### src/core/rre_defs.svh
// Constants for the return and rotate execution block
`ifndef RRE_DEFS_SVH
`define RRE_DEFS_SVH

// ----------------------------------------------------------------
// Phase codes, one-hot, one instruction cycle = four clocks
// ----------------------------------------------------------------
`define RRE_PHASE_Q1 4'h1
`define RRE_PHASE_Q2 4'h2
`define RRE_PHASE_Q3 4'h4
`define RRE_PHASE_Q4 4'h8
`define RRE_PHASES_PER_CYCLE 4
`define RRE_RET_CYCLES 2

// ----------------------------------------------------------------
// Operation codes, one-hot
// ----------------------------------------------------------------
`define RRE_OP_NONE 5'h01
`define RRE_OP_RET 5'h02
`define RRE_OP_FLUSH 5'h04
`define RRE_OP_ROTL 5'h08
`define RRE_OP_ROTR 5'h10

// ----------------------------------------------------------------
// Instruction word encodings and fields
// ----------------------------------------------------------------
`define RRE_RETURN_WORD 14'h0008
`define RRE_ROTL_OPCODE 6'h0D
`define RRE_ROTR_OPCODE 6'h0C
`define RRE_OPCODE_MSB 13
`define RRE_OPCODE_LSB 8
`define RRE_DEST_BIT 7
`define RRE_FADDR_MSB 6
`define RRE_FADDR_LSB 0

// ----------------------------------------------------------------
// Reset values
// ----------------------------------------------------------------
`define RRE_RST_PC 13'h0000
`define RRE_RST_DATA 8'h00
`define RRE_RST_ADDR 7'h00

`endif

### src/core/rre_pkg.sv
// Types shared by the return and rotate execution block
`include "rre_defs.svh"

package rre_pkg;

  typedef enum logic [3:0] {
    RRE_Q1 = `RRE_PHASE_Q1,
    RRE_Q2 = `RRE_PHASE_Q2,
    RRE_Q3 = `RRE_PHASE_Q3,
    RRE_Q4 = `RRE_PHASE_Q4
  } rre_phase_e;

  typedef enum logic [4:0] {
    RRE_NONE = `RRE_OP_NONE,
    RRE_RET = `RRE_OP_RET,
    RRE_FLUSH = `RRE_OP_FLUSH,
    RRE_ROTL = `RRE_OP_ROTL,
    RRE_ROTR = `RRE_OP_ROTR
  } rre_op_e;

  // Return path towards stack and program counter
  typedef struct packed {
    logic pop;
    logic pcLoad;
    logic [12:0] pcValue;
  } rre_ret_s;

  // Rotate result towards accumulator, register file and carry
  typedef struct packed {
    logic toAcc;
    logic toReg;
    logic toCarry;
    logic [7:0] data;
    logic carry;
  } rre_wr_s;

endpackage : rre_pkg

### src/core/rre_exec.sv
// Execution of subroutine return and the two rotate-through-carry instructions
`timescale 1ns/1ps
`default_nettype none
`include "rre_defs.svh"

// Functional notes
// - Return word pops the return stack once, in Q4 of its first cycle.
// - Return loads the program counter from stack_head; no status flag changes.
// - Return takes two cycles; second cycle is all no-op, flushing the fetched word.
// - Left rotate writes accumulator when select bit is 0, else the register.
// - Right rotate shifts register toward LSB through carry; same destination select.
module rre_exec (
  input wire logic clock,
  input wire logic rst,
  input wire logic [13:0] instrWord,
  input wire logic [12:0] stackHead,
  input wire logic carryFlag,
  input wire logic [7:0] regRdData,
  output var rre_pkg::rre_phase_e phase,
  output var rre_pkg::rre_ret_s ret,
  output var rre_pkg::rre_wr_s wr,
  output logic flush,
  output logic regRead,
  output logic [6:0] regAddr
);

  // ----------------------------------------------------------------
  // Phase sequencer
  // ----------------------------------------------------------------
  rre_phase_gen u_phase (
    .clock(clock),
    .rst(rst),
    .phase(phase)
  );

  // ----------------------------------------------------------------
  // Decode
  // ----------------------------------------------------------------
  function automatic rre_pkg::rre_op_e decodeWord(input logic [13:0] word);
    rre_pkg::rre_op_e op;
    op = rre_pkg::RRE_NONE;
    if (word == `RRE_RETURN_WORD) begin
      op = rre_pkg::RRE_RET;
    end else if (word[`RRE_OPCODE_MSB:`RRE_OPCODE_LSB] == `RRE_ROTL_OPCODE) begin
      op = rre_pkg::RRE_ROTL;
    end else if (word[`RRE_OPCODE_MSB:`RRE_OPCODE_LSB] == `RRE_ROTR_OPCODE) begin
      op = rre_pkg::RRE_ROTR;
    end
    return op;
  endfunction : decodeWord

  // ----------------------------------------------------------------
  // Execution state
  // ----------------------------------------------------------------
  rre_pkg::rre_op_e op;
  rre_pkg::rre_op_e next_op;
  logic dest;
  logic next_dest;
  logic [7:0] srcData;
  logic [7:0] next_srcData;
  logic [6:0] next_regAddr;
  logic next_regRead;
  logic next_flush;
  rre_pkg::rre_ret_s next_ret;
  rre_pkg::rre_wr_s next_wr;
  rre_pkg::rre_op_e decoded;
  logic isRotate;

  assign decoded = decodeWord(instrWord);
  assign isRotate = (decoded == rre_pkg::RRE_ROTL) || (decoded == rre_pkg::RRE_ROTR);

  always_comb begin
    next_op = op;
    next_dest = dest;
    next_srcData = srcData;
    next_regAddr = regAddr;
    next_regRead = 1'b0;
    next_flush = 1'b0;
    next_ret = ret;
    next_ret.pop = 1'b0;
    next_ret.pcLoad = 1'b0;
    next_wr = wr;
    next_wr.toAcc = 1'b0;
    next_wr.toReg = 1'b0;
    next_wr.toCarry = 1'b0;
    unique case (phase)
      rre_pkg::RRE_Q1: begin
        if (op == rre_pkg::RRE_RET) begin
          // Fetched word is discarded while the return drains
          next_op = rre_pkg::RRE_FLUSH;
          next_flush = 1'b1;
        end else begin
          next_op = decoded;
          if (isRotate) begin
            next_regAddr = instrWord[`RRE_FADDR_MSB:`RRE_FADDR_LSB];
            next_dest = instrWord[`RRE_DEST_BIT];
            next_regRead = 1'b1;
          end
        end
      end
      rre_pkg::RRE_Q2: begin
        if (op == rre_pkg::RRE_ROTL || op == rre_pkg::RRE_ROTR) begin
          next_srcData = regRdData;
        end
        next_flush = (op == rre_pkg::RRE_FLUSH);
      end
      rre_pkg::RRE_Q3: begin
        next_flush = (op == rre_pkg::RRE_FLUSH);
        if (op == rre_pkg::RRE_RET) begin
          next_ret.pop = 1'b1;
          next_ret.pcLoad = 1'b1;
          next_ret.pcValue = stackHead;
        end else if (op == rre_pkg::RRE_ROTL) begin
          {next_wr.carry, next_wr.data} = {srcData, carryFlag};
          next_wr.toAcc = ~dest;
          next_wr.toReg = dest;
          next_wr.toCarry = 1'b1;
        end else if (op == rre_pkg::RRE_ROTR) begin
          {next_wr.data, next_wr.carry} = {carryFlag, srcData};
          next_wr.toAcc = ~dest;
          next_wr.toReg = dest;
          next_wr.toCarry = 1'b1;
        end
      end
      rre_pkg::RRE_Q4: begin
        next_flush = (op == rre_pkg::RRE_RET);
      end
      default: begin
        next_op = rre_pkg::RRE_NONE;
      end
    endcase
  end

  always_ff @(posedge clock) begin
    if (rst) begin
      op <= rre_pkg::RRE_NONE;
      dest <= 1'b0;
      srcData <= `RRE_RST_DATA;
      regAddr <= `RRE_RST_ADDR;
      regRead <= 1'b0;
      flush <= 1'b0;
      ret <= '{pop: 1'b0, pcLoad: 1'b0, pcValue: `RRE_RST_PC};
      wr <= '{toAcc: 1'b0, toReg: 1'b0, toCarry: 1'b0, data: `RRE_RST_DATA, carry: 1'b0};
    end else begin
      op <= next_op;
      dest <= next_dest;
      srcData <= next_srcData;
      regAddr <= next_regAddr;
      regRead <= next_regRead;
      flush <= next_flush;
      ret <= next_ret;
      wr <= next_wr;
    end
  end
endmodule : rre_exec

`default_nettype wire

### src/core/rre_phase_gen.sv
// Four-phase instruction cycle sequencer
`timescale 1ns/1ps
`default_nettype none

module rre_phase_gen (
  input wire logic clock,
  input wire logic rst,
  output var rre_pkg::rre_phase_e phase
);

  rre_pkg::rre_phase_e next_phase;

  always_comb begin
    unique case (phase)
      rre_pkg::RRE_Q1: next_phase = rre_pkg::RRE_Q2;
      rre_pkg::RRE_Q2: next_phase = rre_pkg::RRE_Q3;
      rre_pkg::RRE_Q3: next_phase = rre_pkg::RRE_Q4;
      rre_pkg::RRE_Q4: next_phase = rre_pkg::RRE_Q1;
      default: next_phase = rre_pkg::RRE_Q1;
    endcase
  end

  always_ff @(posedge clock) begin
    if (rst) begin
      phase <= rre_pkg::RRE_Q1;
    end else begin
      phase <= next_phase;
    end
  end
endmodule : rre_phase_gen

`default_nettype wire

### config.mk
export PLATFORM = sky130hd
export DESIGN_NAME = rre_exec
export DESIGN_NICKNAME = d
export VERILOG_FILES = /design/src/core/rre_pkg.sv /design/src/core/rre_exec.sv /design/src/core/rre_phase_gen.sv
export VERILOG_INCLUDE_DIRS = /design/src /design/src/core
export SDC_FILE = /design/constraint.sdc
export NUM_CORES = 1
export LEC_CHECK = 0
export BUFFER_PORTS_ARGS = -buffer_cell sky130_fd_sc_hd__buf_2
export CORE_UTILIZATION = 38
export DETAILED_ROUTE_END_ITERATION = 8
export RECOVER_POWER = 50
export SYNTH_ARGS = -nofsm -noshare
export SYNTH_HDL_FRONTEND = slang
export SYNTH_SLANG_ARGS = --single-unit
### constraint.sdc
create_clock -name clock -period 5.41 [get_ports clock]
set_input_delay 0.8115 -clock clock [delete_from_list [all_inputs] [get_ports clock]]
set_output_delay 0.8115 -clock clock [all_outputs]
set_load 0.05 [all_outputs]
# Word level (Yosys, flattened, before mapping)
# Cells that the tools add are included.
totals:
  input_bits: 38
  elab_cells: 56
  ff_bits: 54
  output_inout_bits: 40
classes:
  reduce_logical: 12
  muxes: 12
  n_eq_ne: 13
  n_bitwise: 4
op_table:
  columns: ["op", "count"]
  rows:
  - ["two-way mux 12 bit", 2]
  - ["two-way mux 5 bit", 4]
  - ["two-way mux 15 bit", 1]
  - ["equality test 14 x 4 -> 1 bit (second input constant)", 1]
  - ["equality test 6 x 4 -> 1 bit (second input constant)", 2]
  - ["case mux 4 bit (3 select lines)", 1]
  - ["equality test 5 x 4 -> 1 bit (second input constant)", 2]
  - ["equality test 5 bit (second input constant)", 2]
  - ["case mux 5 bit (2 select lines)", 1]
  - ["OR reduction 3 bit", 3]
  - ["AND reduction 3 bit", 2]
  - ["equality test 5 x 2 -> 1 bit (second input constant)", 1]
  - ["equality test 5 x 3 -> 1 bit (second input constant)", 1]
  - ["equality test 4 x 1 -> 1 bit (second input constant)", 1]
  - ["equality test 4 x 2 -> 1 bit (second input constant)", 1]
  - ["equality test 4 x 3 -> 1 bit (second input constant)", 1]
  - ["equality test 4 bit (second input constant)", 1]
  - ["NOT 1 bit", 4]
  - ["AND reduction 2 bit", 2]
  - ["OR reduction 2 bit", 2]
  - ["case mux 1 bit (3 select lines)", 1]
  - ["logical OR 1 bit", 2]
  - ["two-way mux 1 bit", 2]
  - ["nonzero test 2 bit", 1]

# Logic depth before layout (Yosys ltp)
# Gate-level depths: netlist of run 1.
logic_depth:
  word_depth: 7
  mapped_depth: 6
  mapped_depth_nobuf: 4

# Cells and area by module
# From an unflattened synthesis of run 1, not the netlist that was laid out.
hier_totals:
  cells_unflattened: 218
  hier_area_um2: 2152.1
modules_own_cells:
  columns: ["mod", "n_inst", "cells_per_inst", "seq_area_each_um2", "area_each_um2"]
  rows:
  - ["rre_exec", 1, 206, 980.9, 2009.4]
  - ["rre_phase_gen", 1, 12, 80.1, 142.6]

# Least setup slack after synthesis of run 1
# No wires, ideal clock.
synth_path:
  path_kind: "flip-flop to flip-flop"
  startpoint: "register u_phase.phase[0]"
  endpoint: "register regAddr[0]"
  slack_ns: 3.119
  setup_time_ns: 0.128
  stages_incl_launch_ff: 7
  period_less_slack_ns: 2.291
  arrival_ns: 2.164
  t_required_ns: 5.282
  n_path_buf: 2
  path_cell_list: "dfxtp_1 -> buf_2 -> or4b_4 -> a2111oi_2 -> buf_6 -> mux2i_1 -> nor2_1"
synth_via:
  elab_chain_len: 2
synth_rtl:
  columns: ["item", "line", "text"]
  rows:
  - ["start: declaration", "rre_phase_gen.sv:8", "output var rre_pkg::rre_phase_e phase"]
  - ["start signal: assignment", "rre_phase_gen.sv:25", "phase <= rre_pkg::RRE_Q1;"]
  - ["start signal: assignment", "rre_phase_gen.sv:27", "phase <= next_phase;"]
  - ["equality test 4 x 1 -> 1 bit", "rre_exec.sv:86", "unique case (phase)"]
  - ["AND reduction 3 bit (no line)", null, null]
  - ["end signal: assignment", "rre_exec.sv:139", "regAddr <= `RRE_RST_ADDR;"]
  - ["end signal: assignment", "rre_exec.sv:148", "regAddr <= next_regAddr;"]
  - ["end: declaration", "rre_exec.sv:24", "output logic [6:0] regAddr"]
# No other way between the ends.
# A chain may end at the register's enable or synchronous reset.

==> run_results.csv, run 1 <==
group,metric,value,unit
cells_and_area,final_cell_mix,"53 x dfxtp_1, 46 x nor2_1, 39 x clkbuf_1, 38 x buf_2, 29 x mux2i_1",
timing,max_freq,355,MHz
pwr,internal_power,0.553,mW
floorplanning,rows,26,
synth,synthCells,216,
synth,seq_area_frac_synth,0.502,
floorplanning,die_area,0.00586,mm²
pwr,power_switching,0.169,mW
job,maxCapViolations,1,
worst_setup_path,crit_path_end_kind,"flop",
worst_setup_path,regToRegSetupSlack,2970,ps
worst_setup_path,reg2reg_from,"u_phase.phase[2]",
routing,drt-vias-per-instance,4.89,
pwr,switching_share,0.234,
worst_setup_path,worst_setup_path_start_kind,"primary input",
hold_path,min_path_type,"flop to flop",
worst_setup_path,path_max_fanout,54,
timing,relSlewSlack,-0.526,
worst_setup_path,worst-path-stages,5,
place,dp_hpwl,3090,µm
timing,slew_viol_final,55,
grt,grt_pass1_vias,1594,
timing,finalSetupViolations,0,
timing,skew,4.13,ps
synth,ys_ff_latch,53,
synth,synthDistinctLibCells,36,
worst_setup_path,path_delay_family,"buffers and inverters",
routing,first_pass_iters,6,
routing,routed_wl,4460,µm
worst_setup_path,path_buf_inv,1,
outcome,status,"finished with violations",
timing,period_needed,2820,ps
timing,setup_tns,0,ps
cells_and_area,fin_area,0.00256,mm²
grt,grt_start_max_net_pins,55,
pwr,pwr-share-comb,0.084,
routing,dr.max_layer_used,"met4",
cells_and_area,layout-drive-gt1-share,0.178,
cells_and_area,regArea,0.00106,mm²
cts,cts_tree,"built",
routing,wl_met1,2230,µm
worst_setup_path,required,5610,ps
hold_path,hold_start,"dest",
place,gp_congestion,0.749,
cells_and_area,nNetsFinal,324,
cts,post_cts_buffers,0,
cts,clk_latency,300,ps
routing,ant_nets,0,
floorplanning,die_h,76.6,µm
grt,antenna_found_initial,0,
worst_setup_path,setup.worst_path.class,"primary input to flop",
synth,netlist_area,0.00211,mm²
floorplanning,io_pins,78,
timing,hold_violations,0,
routing,drc,0,
routing,dr_total_vias,1740,
timing,fin_crit_sh,0.521,
routing,wl_per_cell,12.5,µm
grt,grt.total_usage,0.162,
place,io_buffers,77,
cells_and_area,diodes,0,
cells_and_area,fillers,531,
worst_setup_path,slowest_stage,"clkbuf_1",
cells_and_area,syn2layout_area_growth,21.3,%
cells_and_area,stdcell_count,356,
synth,syn_avg_cell_area,9.78,µm²
cells_and_area,mostFrequentLayoutCell,"dfxtp_1",
cts,cts-resized-gates,0,
timing,tightestPinTransition,2290,ps
floorplanning,core_area,0.00524,mm²
cts,hold_buffers,0,
pwr,ir_worst_vdd,151,µV
cts,clkSinkCount,53,
cts,htreeDepth,2,
worst_setup_path,reg2reg_depth,4,
worst_setup_path,r2r_end,"ret[0]",
cells_and_area,multi_input_comb_area,958,µm²
routing,wl_met2,1900,µm
worst_setup_path,cp_cell_sequence,"clkbuf_1, or4b_2, nor3_1, a31oi_1, nor2b_1",
pwr,seqPwrFrac,0.559,
floorplanning,die_w,76.6,µm
pwr,power.share.clock,0.356,
place,placedCellCount,349,
grt,grt_pass1_wl,7420,µm
worst_setup_path,cpPeakStageDelay,1600,ps
timing,fin_hold_ws,464,ps
hold_path,worstHoldPathCells,1,
cts,cts.clk_slew.worst_paths,90,ps
timing,rsz0062_at_grt,"false",
outcome,violations,"max-capacitance violations, max-slew violations",
routing,wl_met3,267,µm
routing,drt_iter0_drc,80,
floorplanning,initial_utilization,0.403,
grt,grt-ovfl-total,0,
pwr,power.density,281,mW/mm²
hold_path,worstHoldEndpoint,"wr[11]",
synth,synth_fp_nets,254,
worst_setup_path,cp.arrival,3020,ps
pwr,leakage,1.13,nW
place,place_area,0.00251,mm²
cts,cts_buffers,5,
cts,clockBufferDepth,2,
cts,root_buffer,"clkbuf_8",
synth,synth_warnings,0,
-- per-layer routing --
layer / track usage / vias up
met1: 0.199 / 774
met5: 0 / -
met3: 0.0527 / 5
met4: 0.0577 / 0
met2: 0.262 / 58
li1: - / 903
-- flip-flops by register name, indices dropped and copies added, names as in the netlist --
register and cells:
regRead 1, op 5, srcData 8, dest 1, u_phase.phase 4, regAddr 7, wr 12, flush 1
ret 14
-- how the worst max path moves through the flow --
stage,end,slack (ps),from
after floorplan,regAddr[0],3120,u_phase.phase[0]
after global placement,flush,3020,rst
after detailed placement,ret[4],3000,u_phase.phase[2]
after CTS,ret[0],2980,u_phase.phase[2]
after global routing,flush,2340,rst
final,flush,2590,rst
-- layout make-up --
type,count,share of cell area
multi-input combinational,146,0.374
tap,70,0.0342
clock buffer,5,0.0269
clock inverter,2,0.0137
sequential,53,0.414
inverter,2,0.00293
timing repair buffer,78,0.134
-- synthesized netlist by cell type, drive strengths merged --
library cell | n | share of area
and3 | 1 | 0.0030
o211ai | 1 | 0.0036
nand4 | 1 | 0.0030
or4b | 2 | 0.011
o21ai | 2 | 0.0047
nand2 | 4 | 0.0071
inv | 2 | 0.0036
or3 | 3 | 0.0089
and2 | 2 | 0.0059
o41ai | 1 | 0.0041
nor4 | 1 | 0.0030
xor2 | 4 | 0.017
a311oi | 1 | 0.0041
a221oi | 9 | 0.037
a31oi | 1 | 0.0030
o211a | 1 | 0.0047
nor3b | 3 | 0.015
clkbuf | 8 | 0.014
a21oi | 1 | 0.0024
nor2 | 46 | 0.082
nand3 | 4 | 0.0095
nor4b | 3 | 0.012
nor3 | 17 | 0.040
dfxtp | 53 | 0.50
a2111oi | 1 | 0.0071
a2bb2oi | 1 | 0.0041
mux2i | 29 | 0.14
a22oi | 1 | 0.0036
nor2b | 4 | 0.012
xnor2 | 1 | 0.0041
buf | 7 | 0.027
nand3b | 1 | 0.0036
-- cell families (layout without fill, tap and decap cells) --
family | after synthesis | count (layout) | share of synthesized area
simple gates | 92 | 92 | 0.217
flops | 53 | 53 | 0.502
mux | 29 | 29 | 0.137
compound gates | 20 | 20 | 0.0787
buf+inv | 17 | 87 | 0.0444
xor+xnor | 5 | 5 | 0.0207
-- power by group through the flow --
stage | Combinational [mW] | Sequential, mW | Clock (mW)
after global placement | 0.0632 | 0.412 | 0
after floorplan | 0.0367 | 0.419 | 0
after detailed placement | 0.0623 | 0.412 | 0
final | 0.0609 | 0.403 | 0.257
after global routing | 0.0670 | 0.405 | 0.283
after CTS | 0.0626 | 0.403 | 0.265
-- metrics by stage --
stage / util / setup WS [ps] / total power [mW]
2_1_floorplan: - / 3120 / 0.455
3_3_place_gp: 0.479 / 3020 / 0.475
3_5_place_dp: 0.479 / 3000 / 0.475
4_1_cts: 0.499 / 2980 / 0.731
5_1_grt: 0.489 / 2340 / 0.755
6_report: 0.489 / 2590 / 0.721
Note: power is estimated with default switching activity, not from simulation.
==> inputs of run 2 (changes only) <==
==> constraint.sdc (replaced) <==
create_clock -name clock -period 2.8 [get_ports clock]
set_input_delay 0.42 -clock clock [delete_from_list [all_inputs] [get_ports clock]]
set_output_delay 0.42 -clock clock [all_outputs]
set_load 0.05 [all_outputs]
==> run 2 against run 1 <==
Compared with the run above:
- the flow now finishes without violations
- final cell count increased by 1.4%
- clock power up 76%
- sequential power increased by 93%
- flip-flop and latch count is the same
- non-clock buffer count is 4 higher
- worst hold slack got worse by 130 ps
- clock skew rose by 5.7 ps
- combinational power increased by 97%
- power is 87% higher
- first-iteration DRC count fell by 44%
==> run_results.csv, run 2 (synthesis gave the netlist of run 1 again) <==
group,metric,value,unit
pwr,power,1.35,mW
cts,htreeDepth,2,
job,maxCapViolations,0,
cells_and_area,stdcell_count,361,
place,placedCellCount,353,
timing,fin_crit_sh,0.749,
cts,hold_buffers,0,
floorplanning,io_pins,78,
worst_setup_path,cp_cell_sequence,"or4b_4, a2111oi_2, buf_4, mux2i_1, nor2_1",
cts,cts-resized-gates,0,
pwr,power.share.clock,0.335,
grt,grt-ovfl-total,0,
pwr,switching_share,0.253,
place,pre_cts_ws,742,ps
worst_setup_path,reg2reg_from,"u_phase.phase[0]",
routing,dr_total_vias,1758,
floorplanning,core_area,0.00524,mm²
place,io_buffers,77,
place,place_area,0.00254,mm²
cells_and_area,layout-drive-gt1-share,0.186,
cts,cts_buffers,5,
cells_and_area,regMostFlops,"ret",
worst_setup_path,crit_path_end_kind,"flop",
cells_and_area,diodes,0,
floorplanning,initial_utilization,0.403,
pwr,leakage,1.14,nW
routing,drt_iter0_drc,45,
grt,grt_pass1_vias,1636,
routing,routed_wl,4510,µm
pwr,ir_worst_vdd,272,µV
timing,hold_violations,0,
worst_setup_path,cpPeakStageDelay,550,ps
floorplanning,die_h,76.6,µm
worst_setup_path,cp.arrival,2260,ps
timing,setup_tns,0,ps
cts,clkSinkCount,53,
worst_setup_path,regToRegSetupSlack,700,ps
routing,ant_nets,0,
timing,relSlewSlack,0.281,
timing,layout_setup_ws,702,ps
worst_setup_path,slowest_stage,"or4b_4",
cts,clockBufferDepth,2,
worst_setup_path,setup.worst_path.class,"flop to flop",
hold_path,worstHoldEndpoint,"srcData[7]",
grt,grt_pass1_wl,7800,µm
pwr,power_switching,0.341,mW
cts,cts.clk_slew.worst_paths,100,ps
pwr,power.density,524,mW/mm²
timing,finalSetupViolations,0,
cells_and_area,mostFrequentLayoutCell,"dfxtp_1",
timing,slew_viol_final,0,
timing,tightestPinTransition,1080,ps
cells_and_area,fin_area,0.00258,mm²
place,dp_hpwl,3170,µm
cells_and_area,top_regs,"ret (14), wr (12), srcData (8)",
cells_and_area,fillers,528,
routing,first_pass_iters,4,
outcome,status,"finished clean",
routing,drt-vias-per-instance,4.87,
cells_and_area,fin_util,0.492,
timing,period_needed,2100,ps
floorplanning,rows,26,
routing,wl_per_cell,12.5,µm
pwr,pwr-share-comb,0.089,
worst_setup_path,r2r_end,"regAddr[3]",
cells_and_area,syn2layout_area_growth,22.0,%
grt,grt.total_usage,0.167,
timing,fin_hold_ws,332,ps
grt,antenna_found_initial,0,
worst_setup_path,worst_setup_path_start_kind,"flop",
routing,drc,0,
hold_path,hold_start,"regRdData[7]",
cts,root_buffer,"clkbuf_8",
timing,rsz0062_at_grt,"false",
worst_setup_path,required,2960,ps
worst_setup_path,path_max_fanout,10,
timing,skew,9.79,ps
hold_path,min_path_type,"primary input to flop",
place,gp_congestion,0.734,
cts,cts_tree,"built",
timing,max_freq,477,MHz
cells_and_area,final_cell_mix,"53 x dfxtp_1, 46 x nor2_1, 41 x clkbuf_1, 37 x buf_2, 29 x mux2i_1",
floorplanning,die_w,76.6,µm
worst_setup_path,reg2reg_depth,5,
cells_and_area,nNetsFinal,328,
floorplanning,die_area,0.00586,mm²
pwr,seqPwrFrac,0.577,
cells_and_area,largest_reg_flops,14,
hold_path,worstHoldPathCells,3,
pwr,internal_power,1.01,mW
grt,grt_start_max_net_pins,54,
cts,clk_latency,310,ps
cts,post_cts_buffers,0,
## run 2: cell count changes in the layout (fill, tap and decap cells not counted)
| cell | change |
|---|---|
| buf_4 | +2 |
| clkbuf_1 | +2 |
| buf_2 | -1 |
| bufinv_16 | -1 |
| clkbuf_2 | +1 |
| clkbuf_8 | +1 |
| clkinv_4 | +1 |
## run 2: worst max-delay path: cells and delay by family, from the launching register on
| family | cells | cell delay (ps) |
|---|---|---|
| mux | 1 | 220 |
| simple gates | 2 | 600 |
| flops | 1 | 530 |
| buf+inv | 1 | 260 |
| compound gates | 1 | 340 |
## run 2: worst max-delay path by stage
stage,from,endpoint,slack [ps],depth (start not counted)
3_3_place_gp,u_phase.phase[0],regAddr[5],790,5
4_1_cts,u_phase.phase[0],regAddr[3],720,5
6_report,u_phase.phase[0],regAddr[3],700,5
3_5_place_dp,u_phase.phase[0],regAddr[3],740,5
5_1_grt,u_phase.phase[0],regAddr[3],570,5
2_1_floorplan,u_phase.phase[0],regAddr[0],510,6
## run 2: layer usage
metal / up-vias / global-route usage / routed length (µm)
li1: 912 / - / -
met1: 788 / 0.222 / 2200
met2: 53 / 0.256 / 1990
met3: 5 / 0.0515 / 260
met4: 0 / 0.0577 / 61
met5: - / 0 / 0
## run 2: final cells by class
| cell class | count | area [µm²] | area share |
|---|---|---|---|
| clock buffers | 6 | 82.6 | 0.0320 |
| inverters | 2 | 7.51 | 0.00291 |
| multi-input cells | 146 | 958 | 0.372 |
| flip-flops and latches | 53 | 1060 | 0.412 |
| repair buffers | 82 | 367 | 0.142 |
| clock inverters | 2 | 13.8 | 0.00534 |
| well taps | 70 | 87.6 | 0.0340 |
## run 2: power by group through the flow
| stage | logic [mW] | clock network, mW | registers, mW |
|---|---|---|---|
| after floorplan | 0.0709 | 0 | 0.809 |
| after global placement | 0.123 | 0 | 0.795 |
| after detailed placement | 0.122 | 0 | 0.796 |
| after CTS | 0.123 | 0.465 | 0.779 |
| after global routing | 0.131 | 0.505 | 0.782 |
| final | 0.120 | 0.452 | 0.779 |
==> inputs of run 3 (changes only) <==
--- a/config.mk
+++ b/config.mk
@@ -9,6 +9,7 @@
 export BUFFER_PORTS_ARGS = -buffer_cell sky130_fd_sc_hd__buf_2
 export CORE_UTILIZATION = 38
 export DETAILED_ROUTE_END_ITERATION = 8
+export PLACE_DENSITY = 0.67
 export RECOVER_POWER = 50
 export SYNTH_ARGS = -nofsm -noshare
 export SYNTH_HDL_FRONTEND = slang
==> constraint.sdc (replaced) <==
create_clock -name clock -period 1.8 [get_ports clock]
set_input_delay 0.27 -clock clock [delete_from_list [all_inputs] [get_ports clock]]
set_output_delay 0.27 -clock clock [all_outputs]
set_load 0.05 [all_outputs]
==> run 3 against run 2 <==
Compared with the run above:
- non-clock buffer count is 9 higher
- final cell count up 2.5%
- flip-flop and latch count unchanged
- first-iteration DRC count up 20%
- combinational power is 89% higher
- core utilization grew 2.3 points
- clock skew decreased by 0.76 ps
- critical path depth is the same
- via count rose by 4.3%
- register-to-register slack worse by 640 ps
- critical path type unchanged
- maximum frequency up 21%
==> run_results.csv, run 3 (synthesis gave the netlist of run 1 again) <==
group,metric,value,unit
pwr,leakage,1.20,nW
timing,layout_setup_ws,62.4,ps
job,maxCapViolations,0,
timing,setup_tns,0,ps
cts,cts_tree,"built",
timing,relSlewSlack,0.570,
floorplanning,die_area,0.00586,mm²
worst_setup_path,setup.worst_path.class,"flop to flop",
routing,routed_wl,4510,µm
cts,htreeDepth,2,
timing,skew,9.03,ps
cells_and_area,diodes,0,
cells_and_area,regMostFlops,"ret",
timing,period_needed,1740,ps
worst_setup_path,path_max_fanout,10,
routing,ant_nets,0,
routing,dr_total_vias,1834,
cts,cts_buffers,5,
cts,post_cts_buffers,0,
place,placedCellCount,362,
timing,fin_crit_sh,0.965,
place,dp_hpwl,3280,µm
routing,wl_per_cell,12.2,µm
cells_and_area,largest_reg_flops,14,
cells_and_area,stdcell_count,370,
cells_and_area,layout-drive-gt1-share,0.240,
grt,grt-ovfl-total,0,
floorplanning,initial_utilization,0.403,
floorplanning,die_w,76.6,µm
grt,grt_pass1_vias,1668,
timing,slew_viol_final,0,
pwr,ir_worst_vdd,496,µV
worst_setup_path,crit_path_end_kind,"flop",
pwr,power,2.11,mW
cts,cts.clk_slew.worst_paths,80,ps
routing,drt_iter0_drc,54,
floorplanning,core_area,0.00524,mm²
routing,drt-vias-per-instance,4.96,
cells_and_area,top_regs,"ret (14), wr (12), srcData (8)",
hold_path,min_path_type,"primary input to flop",
cells_and_area,regArea,0.00107,mm²
worst_setup_path,worst_setup_path_start_kind,"flop",
routing,first_pass_iters,4,
grt,grt_pass1_wl,7550,µm
cts,root_buffer,"clkbuf_8",
grt,grt.total_usage,0.160,
floorplanning,io_pins,78,
worst_setup_path,required,1970,ps
timing,max_freq,576,MHz
cells_and_area,syn2layout_area_growth,27.7,%
cells_and_area,mostFrequentLayoutCell,"dfxtp_1",
grt,grt_start_max_net_pins,54,
worst_setup_path,cp.arrival,1910,ps
place,io_buffers,77,
outcome,status,"finished clean",
cts,clkSinkCount,53,
timing,tightestPinTransition,648,ps
hold_path,worstHoldPathCells,2,
place,pre_cts_ws,49.9,ps
cts,clockBufferDepth,2,
cells_and_area,fillers,530,
cells_and_area,final_cell_mix,"49 x dfxtp_1, 46 x nor2_1, 40 x buf_2, 37 x clkbuf_1, 29 x mux2i_1",
cts,hold_buffers,0,
floorplanning,rows,26,
place,gp_congestion,0.798,
cells_and_area,nNetsFinal,337,
timing,finalSetupViolations,0,
floorplanning,die_h,76.6,µm
routing,drc,0,
cts,cts-resized-gates,0,
worst_setup_path,reg2reg_depth,5,
pwr,power.density,782,mW/mm²
grt,antenna_found_initial,0,
cells_and_area,fin_util,0.515,
timing,rsz0062_at_grt,"true",
cts,clk_latency,310,ps
timing,hold_violations,0,
cells_and_area,multi_input_comb_area,977,µm²
==> run 3: cell type report <==
class / count / area share
Clock buffer: 6 / 0.0306
Clock inverter: 2 / 0.00510
Inverter: 2 / 0.00278
Multi-Input combinational cell: 146 / 0.362
Sequential cell: 53 / 0.398
Tap cell: 70 / 0.0325
Timing Repair Buffer: 91 / 0.169
==> run 3: metal layers <==
metal | global-route usage | share of wire | vias up
met3 | 0.0539 | 0.063 | 8
met4 | 0.0615 | 0.016 | 0
li1 | - | - | 930
met5 | 0 | 0 | -
met1 | 0.195 | 0.46 | 834
met2 | 0.259 | 0.46 | 62
==> run 3: worst paths after layout <==
kind,startpoint,slack (ps),end
min reg2reg,dest,450,wr[11]
max,u_phase.phase[2],60,regAddr[3]
max reg2reg,u_phase.phase[2],60,regAddr[3]
min,instrWord[8],190,op[4]
==> run 3: report_power, final <==
part / total [mW] / switching, mW / internal, mW
logic: 0.227 / 0.138 / 0.0899
registers: 1.20 / 0.0110 / 1.19
clock network: 0.685 / 0.373 / 0.312
total: 2.11 / 0.522 / 1.59
==> run 3: critical path, cell delays in order (launching register included) <==
cell       delay, ps
dfxtp_4          350
or4b_4           580
a2111oi_4        260
buf_12           180
mux2i_1          180
nor2_1            50
==> run 3: through the flow <==
stage,instance area [µm²],hold WS [ps]
2_1_floorplan,2150,371
5_1_grt,2700,185
4_1_cts,2750,180
3_3_place_gp,2650,447
6_report,2700,190
3_5_place_dp,2650,448
